--- config.mk ---
export PLATFORM = sky130hd
export DESIGN_NAME = rstctl_top
export DESIGN_NICKNAME = d
export VERILOG_FILES = /design/src/inc/rstctl_pkg.sv /design/src/inc/rstctl_sync_if.sv /design/src/core/rstctl_sync.sv /design/src/core/rstctl_top.sv
export SDC_FILE = /design/constraint.sdc
export NUM_CORES = 1
export LEC_CHECK = 0
export BUFFER_PORTS_ARGS = -buffer_cell sky130_fd_sc_hd__buf_2
export CAP_MARGIN = 0
export CORE_MARGIN = 3
export CORE_UTILIZATION = 45
export DETAILED_ROUTE_END_ITERATION = 10
export GPL_ROUTABILITY_DRIVEN = 0
export PLACE_DENSITY_LB_ADDON = 0.3
export SLEW_MARGIN = 20
export SYNTH_ARGS = -nofsm -noshare
export SYNTH_HDL_FRONTEND = slang
export SYNTH_SLANG_ARGS = --single-unit
--- constraint.sdc ---
create_clock -name clk -period 1.62 [get_ports clk]
set_input_delay 0.243 -clock clk [delete_from_list [all_inputs] [get_ports clk]]
set_output_delay 0.243 -clock clk [all_outputs]
set_load 0.01 [all_outputs]
--- src/inc/rstctl_pkg.sv ---
// Package with constants and types for the reset state controller
package rstctl_pkg;
    localparam int RSTCTL_NSRC = 4;                 // Number of reset sources
    localparam int RSTCTL_SRC_POR = 0;              // Power-on source index
    localparam int RSTCTL_SRC_VDDMON = 1;           // Supply monitor source index
    localparam int RSTCTL_SRC_PIN = 2;              // Reset pin source index
    localparam int RSTCTL_SRC_SOFT = 3;             // Logic sources (watchdog, software)
    localparam logic [7:0] RSTCTL_PORT_RST = 8'hff; // Port latch reset value
    localparam logic [15:0] RSTCTL_PC_RST = 16'h0000; // First fetch address
    localparam logic [3:0] RSTCTL_WDT_DIV = 4'hb;   // Divide by 12, terminal count
    localparam logic [3:0] RSTCTL_WDT_ZERO = 4'h0;  // Divider restart value
    localparam logic [1:0] RSTCTL_CLKSEL_INT = 2'h0; // Internal oscillator select
    localparam int RSTCTL_CLK_HZ = 100000000;       // System clock rate
    localparam int RSTCTL_HOLD_NS = 50;             // Least hold of reset after release
    localparam int RSTCTL_HOLD_CYC = (RSTCTL_HOLD_NS * (RSTCTL_CLK_HZ / 1000000) + 999) / 1000;
    localparam logic [7:0] RSTCTL_HOLD_LAST = 8'(RSTCTL_HOLD_CYC - 1); // Hold count end
    localparam logic [7:0] RSTCTL_CNT_ZERO = 8'h00; // Counter clear value

    // Controller states
    typedef enum logic [1:0] {
        RSTCTL_ST_RESET = 2'b00,  // Reset held
        RSTCTL_ST_HOLD = 2'b01,   // Sources gone, counting hold
        RSTCTL_ST_WCLK = 2'b10,   // Waiting for stable clock
        RSTCTL_ST_RUN = 2'b11     // Core running
    } rstctl_state_t;
endpackage

--- src/inc/rstctl_sync_if.sv ---
// Interface carrying the reset synchroniser signals
`timescale 1ns/10ps
interface rstctl_sync_if;
    logic async_rst;  // Combined asynchronous reset request
    logic sync_rst;   // Reset released in step with clk
    modport src (output async_rst, input sync_rst);
    modport sink (input async_rst, output sync_rst);
endinterface

--- src/core/rstctl_sync.sv ---
// Reset synchroniser: asynchronous assert, synchronous release
`timescale 1ns/10ps
module rstctl_sync
    import rstctl_pkg::*;
(
    input wire logic clk,
    rstctl_sync_if.sink sif
);
    logic stage1;  // First stage, read only by stage2
    logic stage2;  // Second stage

    // Asserts at once, releases after two edges
    always_ff @(posedge clk or posedge sif.async_rst) begin
        if (sif.async_rst) begin
            stage1 <= 1'b1;
            stage2 <= 1'b1;
        end else begin
            stage1 <= 1'b0;
            stage2 <= stage1;
        end
    end

    assign sif.sync_rst = stage2;
endmodule

--- src/core/rstctl_top.sv ---
// Reset state controller: combines reset sources and sequences exit
//
// Contract
// - Core halted while reset state active
// - Registers load reset values on entry
// - Interrupts and timers disabled on entry
// - Data RAM kept; only stack pointer reinitialised
// - Port latches 0xFF, open-drain on reset
// - Weak pullups on during and after reset
// - Power-on or monitor reset drives pin low
// - Program counter cleared on exit
// - Internal oscillator selected on exit
// - Watchdog enabled, clocked sysclk divided 12
// - Execute from 0x0000 once clock stable
`timescale 1ns/10ps
module rstctl_top
    import rstctl_pkg::*;
(
    clk,
    rst,
    clk_en,
    por_req,
    vddmon_req,
    pin_rst_n,
    soft_req,
    clk_stable,
    core_run,
    sfr_init,
    irq_disable,
    timer_disable,
    ram_keep,
    sp_init,
    port_latch,
    port_open_drain,
    weak_pullup_en,
    rst_pin_out,
    rst_pin_oe,
    pc_value,
    pc_load,
    clk_sel,
    wdt_enable,
    wdt_tick
);
    input wire logic clk;               // System clock
    input wire logic rst;               // Synchronous reset, active high
    input wire logic clk_en;            // Clock enable
    input wire logic por_req;           // Power-on detector
    input wire logic vddmon_req;        // Supply monitor
    input wire logic pin_rst_n;         // Reset pin level, active low
    input wire logic soft_req;          // Watchdog, software, logic sources
    input wire logic clk_stable;        // Oscillator stable indication
    output logic core_run;              // Core may fetch and execute
    output logic sfr_init;              // Load register reset values
    output logic irq_disable;           // Interrupt sources disabled
    output logic timer_disable;         // Timers disabled
    output logic ram_keep;              // Data RAM write protected
    output logic sp_init;               // Stack pointer reinitialise
    output logic [7:0] port_latch;      // Port output latches
    output logic port_open_drain;       // Port open-drain mode
    output logic weak_pullup_en;        // Weak pullups enable
    output logic rst_pin_out;           // Reset pin output level
    output logic rst_pin_oe;            // Reset pin drive enable
    output logic [15:0] pc_value;       // Program counter start value
    output logic pc_load;               // Load pc_value into core
    output logic [1:0] clk_sel;         // System clock source select
    output logic wdt_enable;            // Watchdog enable
    output logic wdt_tick;              // Watchdog clock enable pulse

    ////////////////////////////////////////////////////////////////////////////
    // Source combining
    ////////////////////////////////////////////////////////////////////////////
    rstctl_sync_if sif();               // Synchroniser link
    logic [RSTCTL_NSRC-1:0] src;        // Raw source vector
    logic pin_s1, pin_s2;               // Reset pin synchroniser
    logic clk_s1, clk_s2;               // Clock-stable synchroniser
    logic pwr_s1, pwr_s2;               // Power source synchroniser

    assign src[RSTCTL_SRC_POR] = por_req;
    assign src[RSTCTL_SRC_VDDMON] = vddmon_req;
    assign src[RSTCTL_SRC_PIN] = ~pin_rst_n;
    assign src[RSTCTL_SRC_SOFT] = soft_req;
    assign sif.async_rst = |src;

    rstctl_sync u_sync (
        .clk(clk),
        .sif(sif)
    );

    // Pin-level synchronisers
    always_ff @(posedge clk) begin
        pin_s1 <= ~pin_rst_n;
        pin_s2 <= pin_s1;
        clk_s1 <= clk_stable;
        clk_s2 <= clk_s1;
        pwr_s1 <= por_req | vddmon_req;
        pwr_s2 <= pwr_s1;
    end

    ////////////////////////////////////////////////////////////////////////////
    // Sequencer
    ////////////////////////////////////////////////////////////////////////////
    rstctl_state_t state, next_state;   // Sequencer state
    logic [7:0] hold_cnt, next_hold_cnt; // Release hold counter
    logic pwr_flag, next_pwr_flag;      // Reset came from power source
    logic [3:0] div_cnt, next_div_cnt;  // Watchdog divider
    logic in_reset;                     // Reset state active
    logic enter;                        // Any request (forces reset)
    logic hold_done;                    // Hold count reached
    logic div_end;                      // Divider wrap

    assign enter = rst | sif.sync_rst;
    assign hold_done = (hold_cnt == RSTCTL_HOLD_LAST);
    assign div_end = (div_cnt == RSTCTL_WDT_DIV);
    assign in_reset = (state != RSTCTL_ST_RUN);

    // Next-state decode
    always_comb begin
        next_state = state;
        next_hold_cnt = hold_cnt;
        next_pwr_flag = pwr_flag | pwr_s2;          // Set wins
        case (state)
            RSTCTL_ST_RESET: begin
                next_hold_cnt = RSTCTL_CNT_ZERO;
                if (!enter) begin
                    next_state = RSTCTL_ST_HOLD;
                end
            end
            RSTCTL_ST_HOLD: begin
                next_hold_cnt = hold_cnt + 8'h01;
                if (hold_done) begin
                    next_state = RSTCTL_ST_WCLK;
                end
            end
            RSTCTL_ST_WCLK: begin
                if (clk_s2) begin
                    next_state = RSTCTL_ST_RUN;
                    next_pwr_flag = pwr_s2;         // Clear on exit, a new set wins
                end
            end
            RSTCTL_ST_RUN: begin
                next_pwr_flag = pwr_s2;
            end
            default: begin
                next_state = RSTCTL_ST_RESET;
            end
        endcase
        if (enter) begin
            next_state = RSTCTL_ST_RESET;
        end
    end

    assign next_div_cnt = (in_reset || div_end) ? RSTCTL_WDT_ZERO
                        : div_cnt + 4'h1;

    // State registers
    always_ff @(posedge clk) begin
        if (rst) begin
            state <= RSTCTL_ST_RESET;
            hold_cnt <= RSTCTL_CNT_ZERO;
            pwr_flag <= 1'b0;
            div_cnt <= RSTCTL_WDT_ZERO;
        end else if (clk_en) begin
            state <= next_state;
            hold_cnt <= next_hold_cnt;
            pwr_flag <= next_pwr_flag;
            div_cnt <= next_div_cnt;
        end
    end

    ////////////////////////////////////////////////////////////////////////////
    // Outputs
    ////////////////////////////////////////////////////////////////////////////
    assign core_run = (state == RSTCTL_ST_RUN);
    assign sfr_init = in_reset;
    assign irq_disable = in_reset;
    assign timer_disable = in_reset;
    assign ram_keep = in_reset;
    assign sp_init = in_reset;
    assign port_latch = RSTCTL_PORT_RST;            // Latches held at 0xFF in reset and after it
    assign port_open_drain = in_reset;
    assign weak_pullup_en = 1'b1;
    assign rst_pin_out = 1'b0;                      // Pin only ever pulled low
    assign rst_pin_oe = in_reset & pwr_flag;
    assign pc_value = RSTCTL_PC_RST;
    assign pc_load = in_reset;
    assign clk_sel = RSTCTL_CLKSEL_INT;
    assign wdt_enable = core_run;
    assign wdt_tick = core_run & div_end & clk_en;

    ////////////////////////////////////////////////////////////////////////////
    // Assertions
    ////////////////////////////////////////////////////////////////////////////
    a_halt_in_reset: assert property (@(posedge clk) disable iff (rst)
        enter |=> !core_run) else $error("core runs during reset");
    a_sfr_on_entry: assert property (@(posedge clk) disable iff (rst)
        !core_run |-> sfr_init) else $error("sfr init missing");
    a_irq_off: assert property (@(posedge clk) disable iff (rst)
        !core_run |-> irq_disable && timer_disable) else $error("irq or timer on");
    a_ram_keep: assert property (@(posedge clk) disable iff (rst)
        sp_init |-> ram_keep) else $error("ram unprotected");
    a_port_state: assert property (@(posedge clk) disable iff (rst)
        in_reset |-> port_latch == RSTCTL_PORT_RST && port_open_drain) else $error("port state");
    a_pullup_on: assert property (@(posedge clk)
        weak_pullup_en) else $error("pullups off");
    a_pin_drive: assert property (@(posedge clk) disable iff (rst)
        core_run |-> !rst_pin_oe) else $error("pin driven while running");
    a_pc_clear: assert property (@(posedge clk) disable iff (rst)
        $rose(core_run) |-> pc_value == RSTCTL_PC_RST && $past(pc_load)) else $error("pc");
    a_clk_internal: assert property (@(posedge clk) disable iff (rst)
        $rose(core_run) |-> clk_sel == RSTCTL_CLKSEL_INT) else $error("clock select");
    a_wdt_div: assert property (@(posedge clk) disable iff (rst)
        (wdt_tick && clk_en) ##1 (core_run && clk_en)[*8] |-> !wdt_tick)
        else $error("watchdog divide");
    a_start_stable: assert property (@(posedge clk) disable iff (rst)
        $rose(core_run) |-> $past(clk_s2)) else $error("start before clock stable");
    a_hold_release: assert property (@(posedge clk) disable iff (rst)
        sif.sync_rst |=> !core_run) else $error("release not synchronous");

    c_power_reset: cover property (@(posedge clk) disable iff (rst) $rose(rst_pin_oe));
    c_run_start: cover property (@(posedge clk) disable iff (rst) $rose(core_run));
    c_wdt_tick: cover property (@(posedge clk) disable iff (rst) wdt_tick);
    c_pin_reset: cover property (@(posedge clk) disable iff (rst) pin_s2 && !pwr_s2);
endmodule

==> flow_summary.yaml, run 1 <==
cells_and_area:
  syn2layout_area_growth_pct: 2.25
  most-common-layout-cells: "sky130_fd_sc_hd__conb_1, sky130_fd_sc_hd__buf_2, sky130_fd_sc_hd__dfxtp_1, sky130_fd_sc_hd__nor2_1, sky130_fd_sc_hd__a21oi_1"
  layout_commonest_cell: "sky130_fd_sc_hd__conb_1"
  antenna-diode-count: 0
  final_layout_size_suffix_gt1_share_pct: 24.7
  layout.cell_area.non_filler_sq_um: 1310
  design.final.nets: 174
detailed_routing:
  detailedRoute.firstPassIterationCount: 4
  first_iter_violations: 15
  route.final.wire_length_mm: 2.04
  via_per_inst: 4.78
  drc: 0
  routedWlPerCell_um: 10.8
  route.vias.total: 899
  antenna_left: 0
floorplanning:
  placement_rows: 18
  die_h_um: 59.3
  die_area_sq_um: 3510
  floorplan.die.width_um: 59.3
  initial_utilization_pct: 49.3
  core_area_sq_um: 2590
  num_io_pins: 47
place:
  pre_cts_ws_ns: 0.153
  detailed_place_hpwl_mm: 1.49
  detailed_place.area_sq_um: 1230
  buffer_ports.inserted: 18
critical_path:
  reg2reg_setup_slack_ns: 0.11
  cp.required_ns: 1.38
  cp_data_arrival_time_ns: 1.29
  timing.critical_path.fanout_max: 10
  worst_setup_path_end_kind: "primary output"
  class_of_the_most_critical_setup_path: "reg -> out"
  startpoint_type: "flop"
timing:
  fin_ws_ns: 0.0891
  finalSetupViolCount: 0
  final-hold-violation-count: 0
  setup_repair_after_global_routing_missed_its_margin: "no"
  finClkSkew_ns: 0.0121
  final_period_minus_worst_setup_slack_ns: 1.53
  setup_tns_ns: 0
  achievable-frequency_mhz: 653
  timing_max_transition_violations_final: 0
  min_period_over_period_pct: 94.5
synth:
  yosysWarnings: 0
  async_reset_ff_share_pct: 9.52
  synth-seq-cells: 21
  ys.flop_type: "sky130_fd_sc_hd__dfxtp_1"
  synth-seq-area-share_pct: 33.9
  synth.lib_cells_used.distinct: 37
  netlist_area_sq_um: 1280
  syn_inst: 145
  synth_enable_flop_cells: 0
  synth_area_per_cell_sq_um: 8.80
hold_path:
  min_path_type: "in -> reg"
status:
  run_status: "completed"
global_routing:
  track_usage_pct: 12.0
  grt_pass1_vias: 770
  grt.overflow.total: 0
  grt_max_degree: 19
  antenna_violations_before_repair: 0
  grt_first_pass_wirelength_mm: 3.26
clock_network:
  cts_max_level: 1
  worst_skew_pair.late_latency_ns: 0.31
  cts_inserted_buffers: 3
  clkSinkCount: 21
  clock_edge_transition_at_the_registers_on_the_reported_setup_and_hold_paths_ns: 0.13
  cts_root_buffer: "sky130_fd_sc_hd__clkbuf_4"
  cts-root-to-sink-buffers: 2
  tritoncts: "yes"
  cts.hold.buffers_added: 0
run:
  drv_cap: 0
power:
  power_leakage_nw: 0.528
  p_per_area_nw_per_um2: 694
  irDropWorstVdd_mv: 0.430
[through the flow]
step | hold WS, ns | util (%) | total power, mW | instances
finish | 0.0232 | 50.4 | 0.906 | 188
global route | 0.00523 | 50.4 | 0.954 | 188
CTS | 0.0172 | 48.5 | 0.908 | 186
detailed placement | 0.312 | 47.3 | 0.655 | 182
global placement | 0.311 | 47.3 | 0.652 | 182
floorplan | 0.271 | - | 0.685 | 172
[cells in the mapped netlist, types with 2 or more instances]
library cell | number | share of area, %
sky130_fd_sc_hd__ha_1 | 7 | 6.9
sky130_fd_sc_hd__nand2_1 | 7 | 2.1
sky130_fd_sc_hd__conb_1 | 2 | 0.59
sky130_fd_sc_hd__inv_1 | 8 | 2.4
sky130_fd_sc_hd__nand3b_1 | 3 | 1.8
sky130_fd_sc_hd__nor3_1 | 2 | 0.78
sky130_fd_sc_hd__xnor2_1 | 3 | 2.1
sky130_fd_sc_hd__nor2b_1 | 2 | 0.98
sky130_fd_sc_hd__a21oi_1 | 9 | 3.5
sky130_fd_sc_hd__buf_4 | 36 | 21
sky130_fd_sc_hd__dfxtp_1 | 19 | 30
sky130_fd_sc_hd__or3_1 | 2 | 0.98
sky130_fd_sc_hd__nand3_1 | 4 | 1.6
sky130_fd_sc_hd__nor2_1 | 11 | 3.2
sky130_fd_sc_hd__mux2_2 | 2 | 1.8
sky130_fd_sc_hd__o21ai_0 | 4 | 1.6
sky130_fd_sc_hd__dfstp_2 | 2 | 4.1
sky130_fd_sc_hd__nand4_1 | 3 | 1.5
[worst paths after layout]
path	endpoint	cells past startpoint	startpoint
worst max-delay path	wdt_tick	3	state[0]
worst min-delay path	clk_s1	1	clk_stable
worst max register to register	state[1]	5	state[0]
worst min register to register	clk_s2	0	clk_s1
max in group asynchronous	u_sync.sif.sync_rst	3	por_req
min in group asynchronous	u_sync.stage1	2	pin_rst_n
[critical path, stage by stage, from the launching register on]
cell and delay [ns]:
sky130_fd_sc_hd__dfxtp_1 0.45, sky130_fd_sc_hd__ha_4 0.22, sky130_fd_sc_hd__and4_1 0.18, sky130_fd_sc_hd__buf_2 0.12
[routing by layer]
metal  routed length [um]  global-route usage (%)  up-vias  part of all wire [%]
met2                  964                    18.3       36                    47
met3                  164                    2.61        4                   8.1
li1                     -                       -      452                     -
met4                   26                    5.83        0                   1.3
met1                  881                    15.8      407                    43
met5                    0                       0        -                     0
[registers in the layout (all words and copies together) (netlist names)]
signal               flops
pwr_s1                   1
div_cnt                  4
u_sync.stage1            1
u_sync.sif.sync_rst      1
state                    2
pwr_flag                 1
hold_cnt                 8
clk_s1                   1
pwr_s2                   1
clk_s2                   1
[where the power goes]
group          switching [mW]  internal [mW]
combinational          0.0800         0.0316
sequential            0.00812          0.532
clock                   0.162         0.0921
total                   0.250          0.656
[kinds of logic (layout without fill, tap and decap cells)]
family	Yosys count	count (layout)	synth area share [%]
compound gates	19	20	9.61
xor+xnor	4	4	2.75
fa+ha+maj	7	7	6.86
buf+inv	46	31	24.2
flops	21	21	33.9
mux	3	3	2.55
other cells	2	29	0.588
simple gates	43	43	19.5
[final cells by class]
type	count	area [sq um]
multi-input combinational	106	677
inverter	8	30.0
sequential	21	435
tap	30	37.5
clock inverter	1	5.00
clock buffer	3	22.5
fill	243	1280
timing repair buffer	19	97.6
[repair_timing]
action,4_1_cts,5_1_grt
setup endpoints to repair,8,8
cloned,0,1
setup buffers,0,1
pin swaps,0,1
gates resized for setup,1,7
endpoints found under the hold margin,0,0
Power figures use the tool's default switching activity.
==> inputs of run 2 (changes only) <==
- clock period: 1.62 -> 1.55 ns (I/O delays scaled with it)
==> run 2 against run 1 <==
  * Via count up 2.3%
  * Hold slack worse by 0.0070 ns
  * Die area is the same
==> flow_summary.yaml, run 2 (same netlist as run 1, synthesis figures left out) <==
clock_network:
  clkSinkCount: 21
  cts_max_level: 1
  cts-root-to-sink-buffers: 2
  cts_inserted_buffers: 3
  tritoncts: "yes"
  worst_skew_pair.late_latency_ns: 0.31
  cts_root_buffer: "sky130_fd_sc_hd__clkbuf_4"
  clock_edge_transition_at_the_registers_on_the_reported_setup_and_hold_paths_ns: 0.11
critical_path:
  class_of_the_most_critical_setup_path: "reg -> reg"
  slowest_delay_ns: 0.36
  reg2reg_depth: 5
  critical_path.slowest_cell: "sky130_fd_sc_hd__dfxtp_2"
  cp_data_arrival_time_ns: 1.70
  startpoint_type: "flop"
  crit_buf_inv: 1
  critical_path.cell_chain: "inv_1 > ha_1 > o221ai_1 > a21oi_1 > mux2i_1"
  reg2reg_setup_slack_ns: 0.09
  regToRegEndpoint: "state[1]"
  cp_top_family: "compound AO/OA/AOI/OAI gates"
  cp.required_ns: 1.79
  r2r_start: "state[0]"
  worst_setup_path_end_kind: "flop"
  timing.critical_path.fanout_max: 4
detailed_routing:
  route.vias.total: 920
  first_iter_violations: 13
  drc: 0
  via_per_inst: 4.84
  routedWlPerCell_um: 11.2
  antenna_left: 0
  route.final.wire_length_mm: 2.12
  detailedRoute.firstPassIterationCount: 4
cells_and_area:
  antenna-diode-count: 0
  largest_register_ffs: 8
  design.final.nets: 176
  layout.cell_area.non_filler_sq_um: 1330
  final_layout_size_suffix_gt1_share_pct: 26.9
  most-common-layout-cells: "sky130_fd_sc_hd__conb_1, sky130_fd_sc_hd__buf_2, sky130_fd_sc_hd__dfxtp_1, sky130_fd_sc_hd__nor2_1, sky130_fd_sc_hd__a21oi_1"
  layout_commonest_cell: "sky130_fd_sc_hd__conb_1"
  fillerInstances: 245
  reg_top3: "hold_cnt (8), div_cnt (4), state (2)"
  syn2layout_area_growth_pct: 3.92
  fin_cells: 190
  regMostFlops: "hold_cnt"
timing:
  finalSetupViolCount: 0
  fin_ws_ns: 0.0880
  final-hold-violation-count: 0
  setup_tns_ns: 0
  final_period_minus_worst_setup_slack_ns: 1.46
  achievable-frequency_mhz: 684
  timing_max_transition_violations_final: 0
  min_period_over_period_pct: 94.3
  finClkSkew_ns: 0.00457
floorplanning:
  die_area_sq_um: 3510
  num_io_pins: 47
  core_area_sq_um: 2590
  initial_utilization_pct: 49.3
  die_h_um: 59.3
  floorplan.die.width_um: 59.3
  placement_rows: 18
global_routing:
  track_usage_pct: 12.9
  grt_pass1_vias: 796
  antenna_violations_before_repair: 0
  grt.overflow.total: 0
  grt_max_degree: 19
  grt_first_pass_wirelength_mm: 3.46
hold_path:
  holdCritStartpoint: "clk_stable"
  worst_hold_path.endpoint: "clk_s1"
  hold_path_depth: 1
  min_path_type: "in -> reg"
place:
  pre_cts_ws_ns: 0.0716
  placedCellCount: 182
  buffer_ports.inserted: 18
  detailed_place_hpwl_mm: 1.52
  detailed_place.area_sq_um: 1230
power:
  p_per_area_nw_per_um2: 713
  irDropWorstVdd_mv: 0.513
  power_leakage_nw: 0.536
run:
  drv_cap: 0
status:
  run_status: "completed"
==> run 2: cell count changes in the layout (fill, tap and decap cells not counted), sizes merged <==
| cell | previous run | this run |
|---|---|---|
| buf | 19 | 21 |
| clkbuf | 3 | 4 |
| clkinv | 1 | 0 |
==> run 2: through the flow <==
step           hold WS (ns)  util (%)  total power [mW]
2_1_floorplan         0.260         -             0.715
3_3_place_gp          0.311      47.3             0.681
3_5_place_dp          0.312      47.3             0.684
4_1_cts             0.00458      49.3             0.951
5_1_grt             0.00176      51.2             0.996
6_report             0.0161      51.2             0.945
==> run 2: worst max path at each step <==
stage               start           to  slack [ns]  cells after the start
3_3_place_gp     state[1]  hold_cnt[6]        0.15                      6
5_1_grt          state[1]     state[1]       -0.01                      5
3_5_place_dp     state[1]  hold_cnt[6]        0.07                      6
4_1_cts        div_cnt[1]     wdt_tick      0.0008                      4
2_1_floorplan    state[1]  hold_cnt[6]        0.23                      6
6_report         state[0]     state[1]        0.09                      5
==> run 2: metal layers <==
layer	track usage [%]	share of wire, %	vias to the layer above
met1	15.3	42	423
met4	7.77	2.2	0
met3	2.61	8.0	5
li1	-	-	453
met2	21.2	48	39
met5	0	0	-
==> run 2: cell type report <==
type                       count  area, sq um  share of cell area [%]
multi-input combinational    106          679                    51.2
clock buffer                   4         26.3                    1.98
inverter                       8         30.0                    2.26
sequential                    21          440                    33.2
timing repair buffer          21          113                    8.49
tap                           30         37.5                    2.83
==> run 2: power breakdown <==
group | leakage (nW) | total [mW] | internal (mW) | switching, mW
clock network | 0.0150 | 0.261 | 0.101 | 0.160
registers | 0.178 | 0.563 | 0.555 | 0.00841
logic | 0.343 | 0.122 | 0.0364 | 0.0852
total | 0.536 | 0.945 | 0.692 | 0.254
==> run 2: what timing repair did <==
item,CTS,global route
hold buffers,0,0
endpoints found under the setup margin,8,15
pin swaps,0,3
resized for setup,5,7
buffers inserted,1,2
cloned,0,1
==> inputs of run 3 (changes only) <==
- ABC_AREA: not set -> 1
- clock period: 1.55 -> 1.43 ns (I/O delays scaled with it)
==> run 3 against run 2 <==
  * First-iteration DRC count is 100% higher
  * Sequential share of layout area decreased by 2.2 points
  * Critical path depth shrank 1
  * Register-to-register slack worse by 0.04 ns
  * Highest routed layer unchanged
  * Critical path type is now reg -> out
  * Clock-buffer cell count is 1 lower
  * Routed wire length is 11% higher
  * Final area rose by 7.6%
  * Cell count is 17% higher
==> flow_summary.yaml, run 3 <==
timing:
  final_period_minus_worst_setup_slack_ns: 1.41
  timing_max_transition_violations_final: 0
  finClkSkew_ns: 0.00585
  setup_tns_ns: 0
  achievable-frequency_mhz: 707
  min_period_over_period_pct: 98.9
  timing.hold.ws_ns: 0.108
  final-hold-violation-count: 0
  finalSetupViolCount: 0
  fin_ws_ns: 0.0161
  setup_repair_after_global_routing_missed_its_margin: "yes"
synth:
  synth.most_common_cell: "sky130_fd_sc_hd__buf_4"
  synth_top_cell_by_area: "sky130_fd_sc_hd__dfxtp_1"
  synth_enable_flop_cells: 0
  synth_top_cells_by_area: "sky130_fd_sc_hd__dfxtp_1, sky130_fd_sc_hd__buf_4, sky130_fd_sc_hd__ha_1"
  synth-seq-cells: 21
  netlist_area_sq_um: 1300
  ys.flop_type: "sky130_fd_sc_hd__dfxtp_1"
  yosysWarnings: 0
  synth_largest_type_area_fraction_pct: 29.2
  syn_inst: 171
  synth-seq-area-share_pct: 33.2
  synthTopCellsByCount: "sky130_fd_sc_hd__buf_4, sky130_fd_sc_hd__nand2_1, sky130_fd_sc_hd__inv_1, sky130_fd_sc_hd__dfxtp_1, sky130_fd_sc_hd__nor2_1"
  synth_area_per_cell_sq_um: 7.62
  synth.lib_cells_used.distinct: 27
  async_reset_ff_share_pct: 9.52
power:
  power.share.sequential_pct: 58.9
  netSwitchingPower_mw: 0.281
  power_leakage_nw: 0.652
  share_clk_of_total_power_pct: 28.8
  p_per_area_nw_per_um2: 717
  p_total_mw: 1.02
  share_comb_of_total_power_pct: 12.3
  switching_share_pct: 27.5
  irDropWorstVdd_mv: 0.577
  internal-power_mw: 0.743
floorplanning:
  floorplan.die.width_um: 59.8
  placement_rows: 18
  initial_utilization_pct: 49.9
  die_area_sq_um: 3580
  core_area_sq_um: 2610
  die_h_um: 59.8
  num_io_pins: 47
critical_path:
  reg2reg_setup_slack_ns: 0.05
  cp_data_arrival_time_ns: 1.20
  startpoint_type: "flop"
  worst_setup_path_end_kind: "primary output"
  timing.critical_path.fanout_max: 3
  class_of_the_most_critical_setup_path: "reg -> out"
  cp.required_ns: 1.22
detailed_routing:
  first_iter_violations: 26
  drc: 0
  antenna_left: 0
  route.vias.total: 1035
  route.final.wire_length_mm: 2.36
  detailedRoute.firstPassIterationCount: 4
  via_per_inst: 4.64
  routedWlPerCell_um: 10.6
clock_network:
  cts_max_level: 1
  clkSinkCount: 21
  tritoncts: "yes"
  worst_skew_pair.late_latency_ns: 0.30
  cts_root_buffer: "sky130_fd_sc_hd__clkbuf_4"
  clock_edge_transition_at_the_registers_on_the_reported_setup_and_hold_paths_ns: 0.13
  cts-root-to-sink-buffers: 2
  cts_inserted_buffers: 3
cells_and_area:
  fillerInstances: 252
  most-common-layout-cells: "sky130_fd_sc_hd__conb_1, sky130_fd_sc_hd__nand2_1, sky130_fd_sc_hd__inv_1, sky130_fd_sc_hd__buf_2, sky130_fd_sc_hd__dfxtp_1"
  layout_commonest_cell: "sky130_fd_sc_hd__conb_1"
  antenna-diode-count: 0
  syn2layout_area_growth_pct: 9.50
  reg_top3: "hold_cnt (8), div_cnt (4), state (2)"
  finish.utilization_pct: 54.6
  largest_register_ffs: 8
  layout.cell_area.non_filler_sq_um: 1430
  design.final.nets: 209
  fin_cells: 223
  regMostFlops: "hold_cnt"
  final_layout_size_suffix_gt1_share_pct: 29.0
run:
  drv_cap: 0
global_routing:
  track_usage_pct: 12.2
  grt_max_degree: 14
  grt.overflow.total: 0
  antenna_violations_before_repair: 0
  grt_pass1_vias: 786
  grt_first_pass_wirelength_mm: 3.42
place:
  detailed_place_hpwl_mm: 1.65
  pre_cts_ws_ns: 0.0164
  detailed_place.area_sq_um: 1260
  placedCellCount: 210
  buffer_ports.inserted: 18
hold_path:
  min_path_type: "in -> reg"
status:
  run_status: "completed"
-- run 3: cell types whose count changed in the layout (fill, tap and decap cells not counted), moves of 2 or more --
cell	before	now
sky130_fd_sc_hd__nand2_2	0	3
sky130_fd_sc_hd__inv_1	8	18
sky130_fd_sc_hd__xnor2_1	3	0
sky130_fd_sc_hd__nand2_1	7	23
sky130_fd_sc_hd__nand3b_1	3	1
sky130_fd_sc_hd__nor2_2	0	3
sky130_fd_sc_hd__o21ai_1	0	2
sky130_fd_sc_hd__buf_4	3	9
sky130_fd_sc_hd__or3_1	2	0
sky130_fd_sc_hd__nand4_1	3	5
sky130_fd_sc_hd__inv_2	0	2
sky130_fd_sc_hd__mux2_2	2	0
sky130_fd_sc_hd__nand3_1	4	6
sky130_fd_sc_hd__a21oi_1	9	11
-- run 3: layout make-up --
cell class                      count  area [sq um]  share of cell area (%)
Multi-Input combinational cell    120           674                    47.2
Clock inverter                      1          7.51                   0.526
Timing Repair Buffer               28           168                    11.7
Tap cell                           30          37.5                    2.63
Inverter                           20          75.1                    5.26
Clock buffer                        3          22.5                    1.58
Sequential cell                    21           443                    31.0
-- run 3: what timing repair did --
action,in CTS,in global routing
buffers inserted,2,6
pin swaps,3,5
setup endpoints to repair,7,6
gates resized for setup,10,10
endpoints found under the hold margin,1,0
hold buffers,1,0
-- run 3: kinds of logic (layout without fill, tap and decap cells) --
kind of cell	after synthesis	count (layout)	share of synthesized area (%)
simple gates	62	62	23.2
buf+inv	57	52	27.1
flops	21	21	33.2
compound gates	20	20	7.87
fa+ha+maj	7	7	6.72
other cells	2	29	0.576
xor+xnor	2	2	1.34
-- run 3: worst paths after layout --
check / cells past startpoint / end / startpoint
setup / recovery: 4 / wdt_tick / div_cnt[0]
hold / removal: 2 / pwr_s1 / vddmon_req
setup reg to reg: 8 / hold_cnt[5] / state[0]
hold reg to reg: 0 / clk_s2 / clk_s1
max in group asynchronous: 3 / u_sync.sif.sync_rst / por_req
min in group asynchronous: 2 / u_sync.stage1 / pin_rst_n
-- run 3: worst max-delay path, cell delays in order (launching register included) --
cell and delay [ns]:
sky130_fd_sc_hd__dfxtp_2 0.39, sky130_fd_sc_hd__ha_4 0.15, sky130_fd_sc_hd__nand3b_1 0.11, sky130_fd_sc_hd__nor3_2 0.11
sky130_fd_sc_hd__buf_2 0.14
-- run 3: routing by layer --
| metal | routed length [um] | track usage, % | vias up |
|---|---|---|---|
| li1 | - | - | 523 |
| met5 | 0 | 0 | - |
| met1 | 1020 | 15.1 | 473 |
| met4 | 13 | 1.90 | 0 |
| met3 | 152 | 3.24 | 2 |
| met2 | 1170 | 21.5 | 37 |
-- run 3: power groups by stage --
stage,Sequential (mW),Combinational (mW),Clock [mW]
CTS,0.606,0.108,0.307
floorplan,0.617,0.138,0
global placement,0.618,0.0974,0
finish,0.603,0.126,0.295
global route,0.605,0.139,0.333
detailed placement,0.619,0.101,0
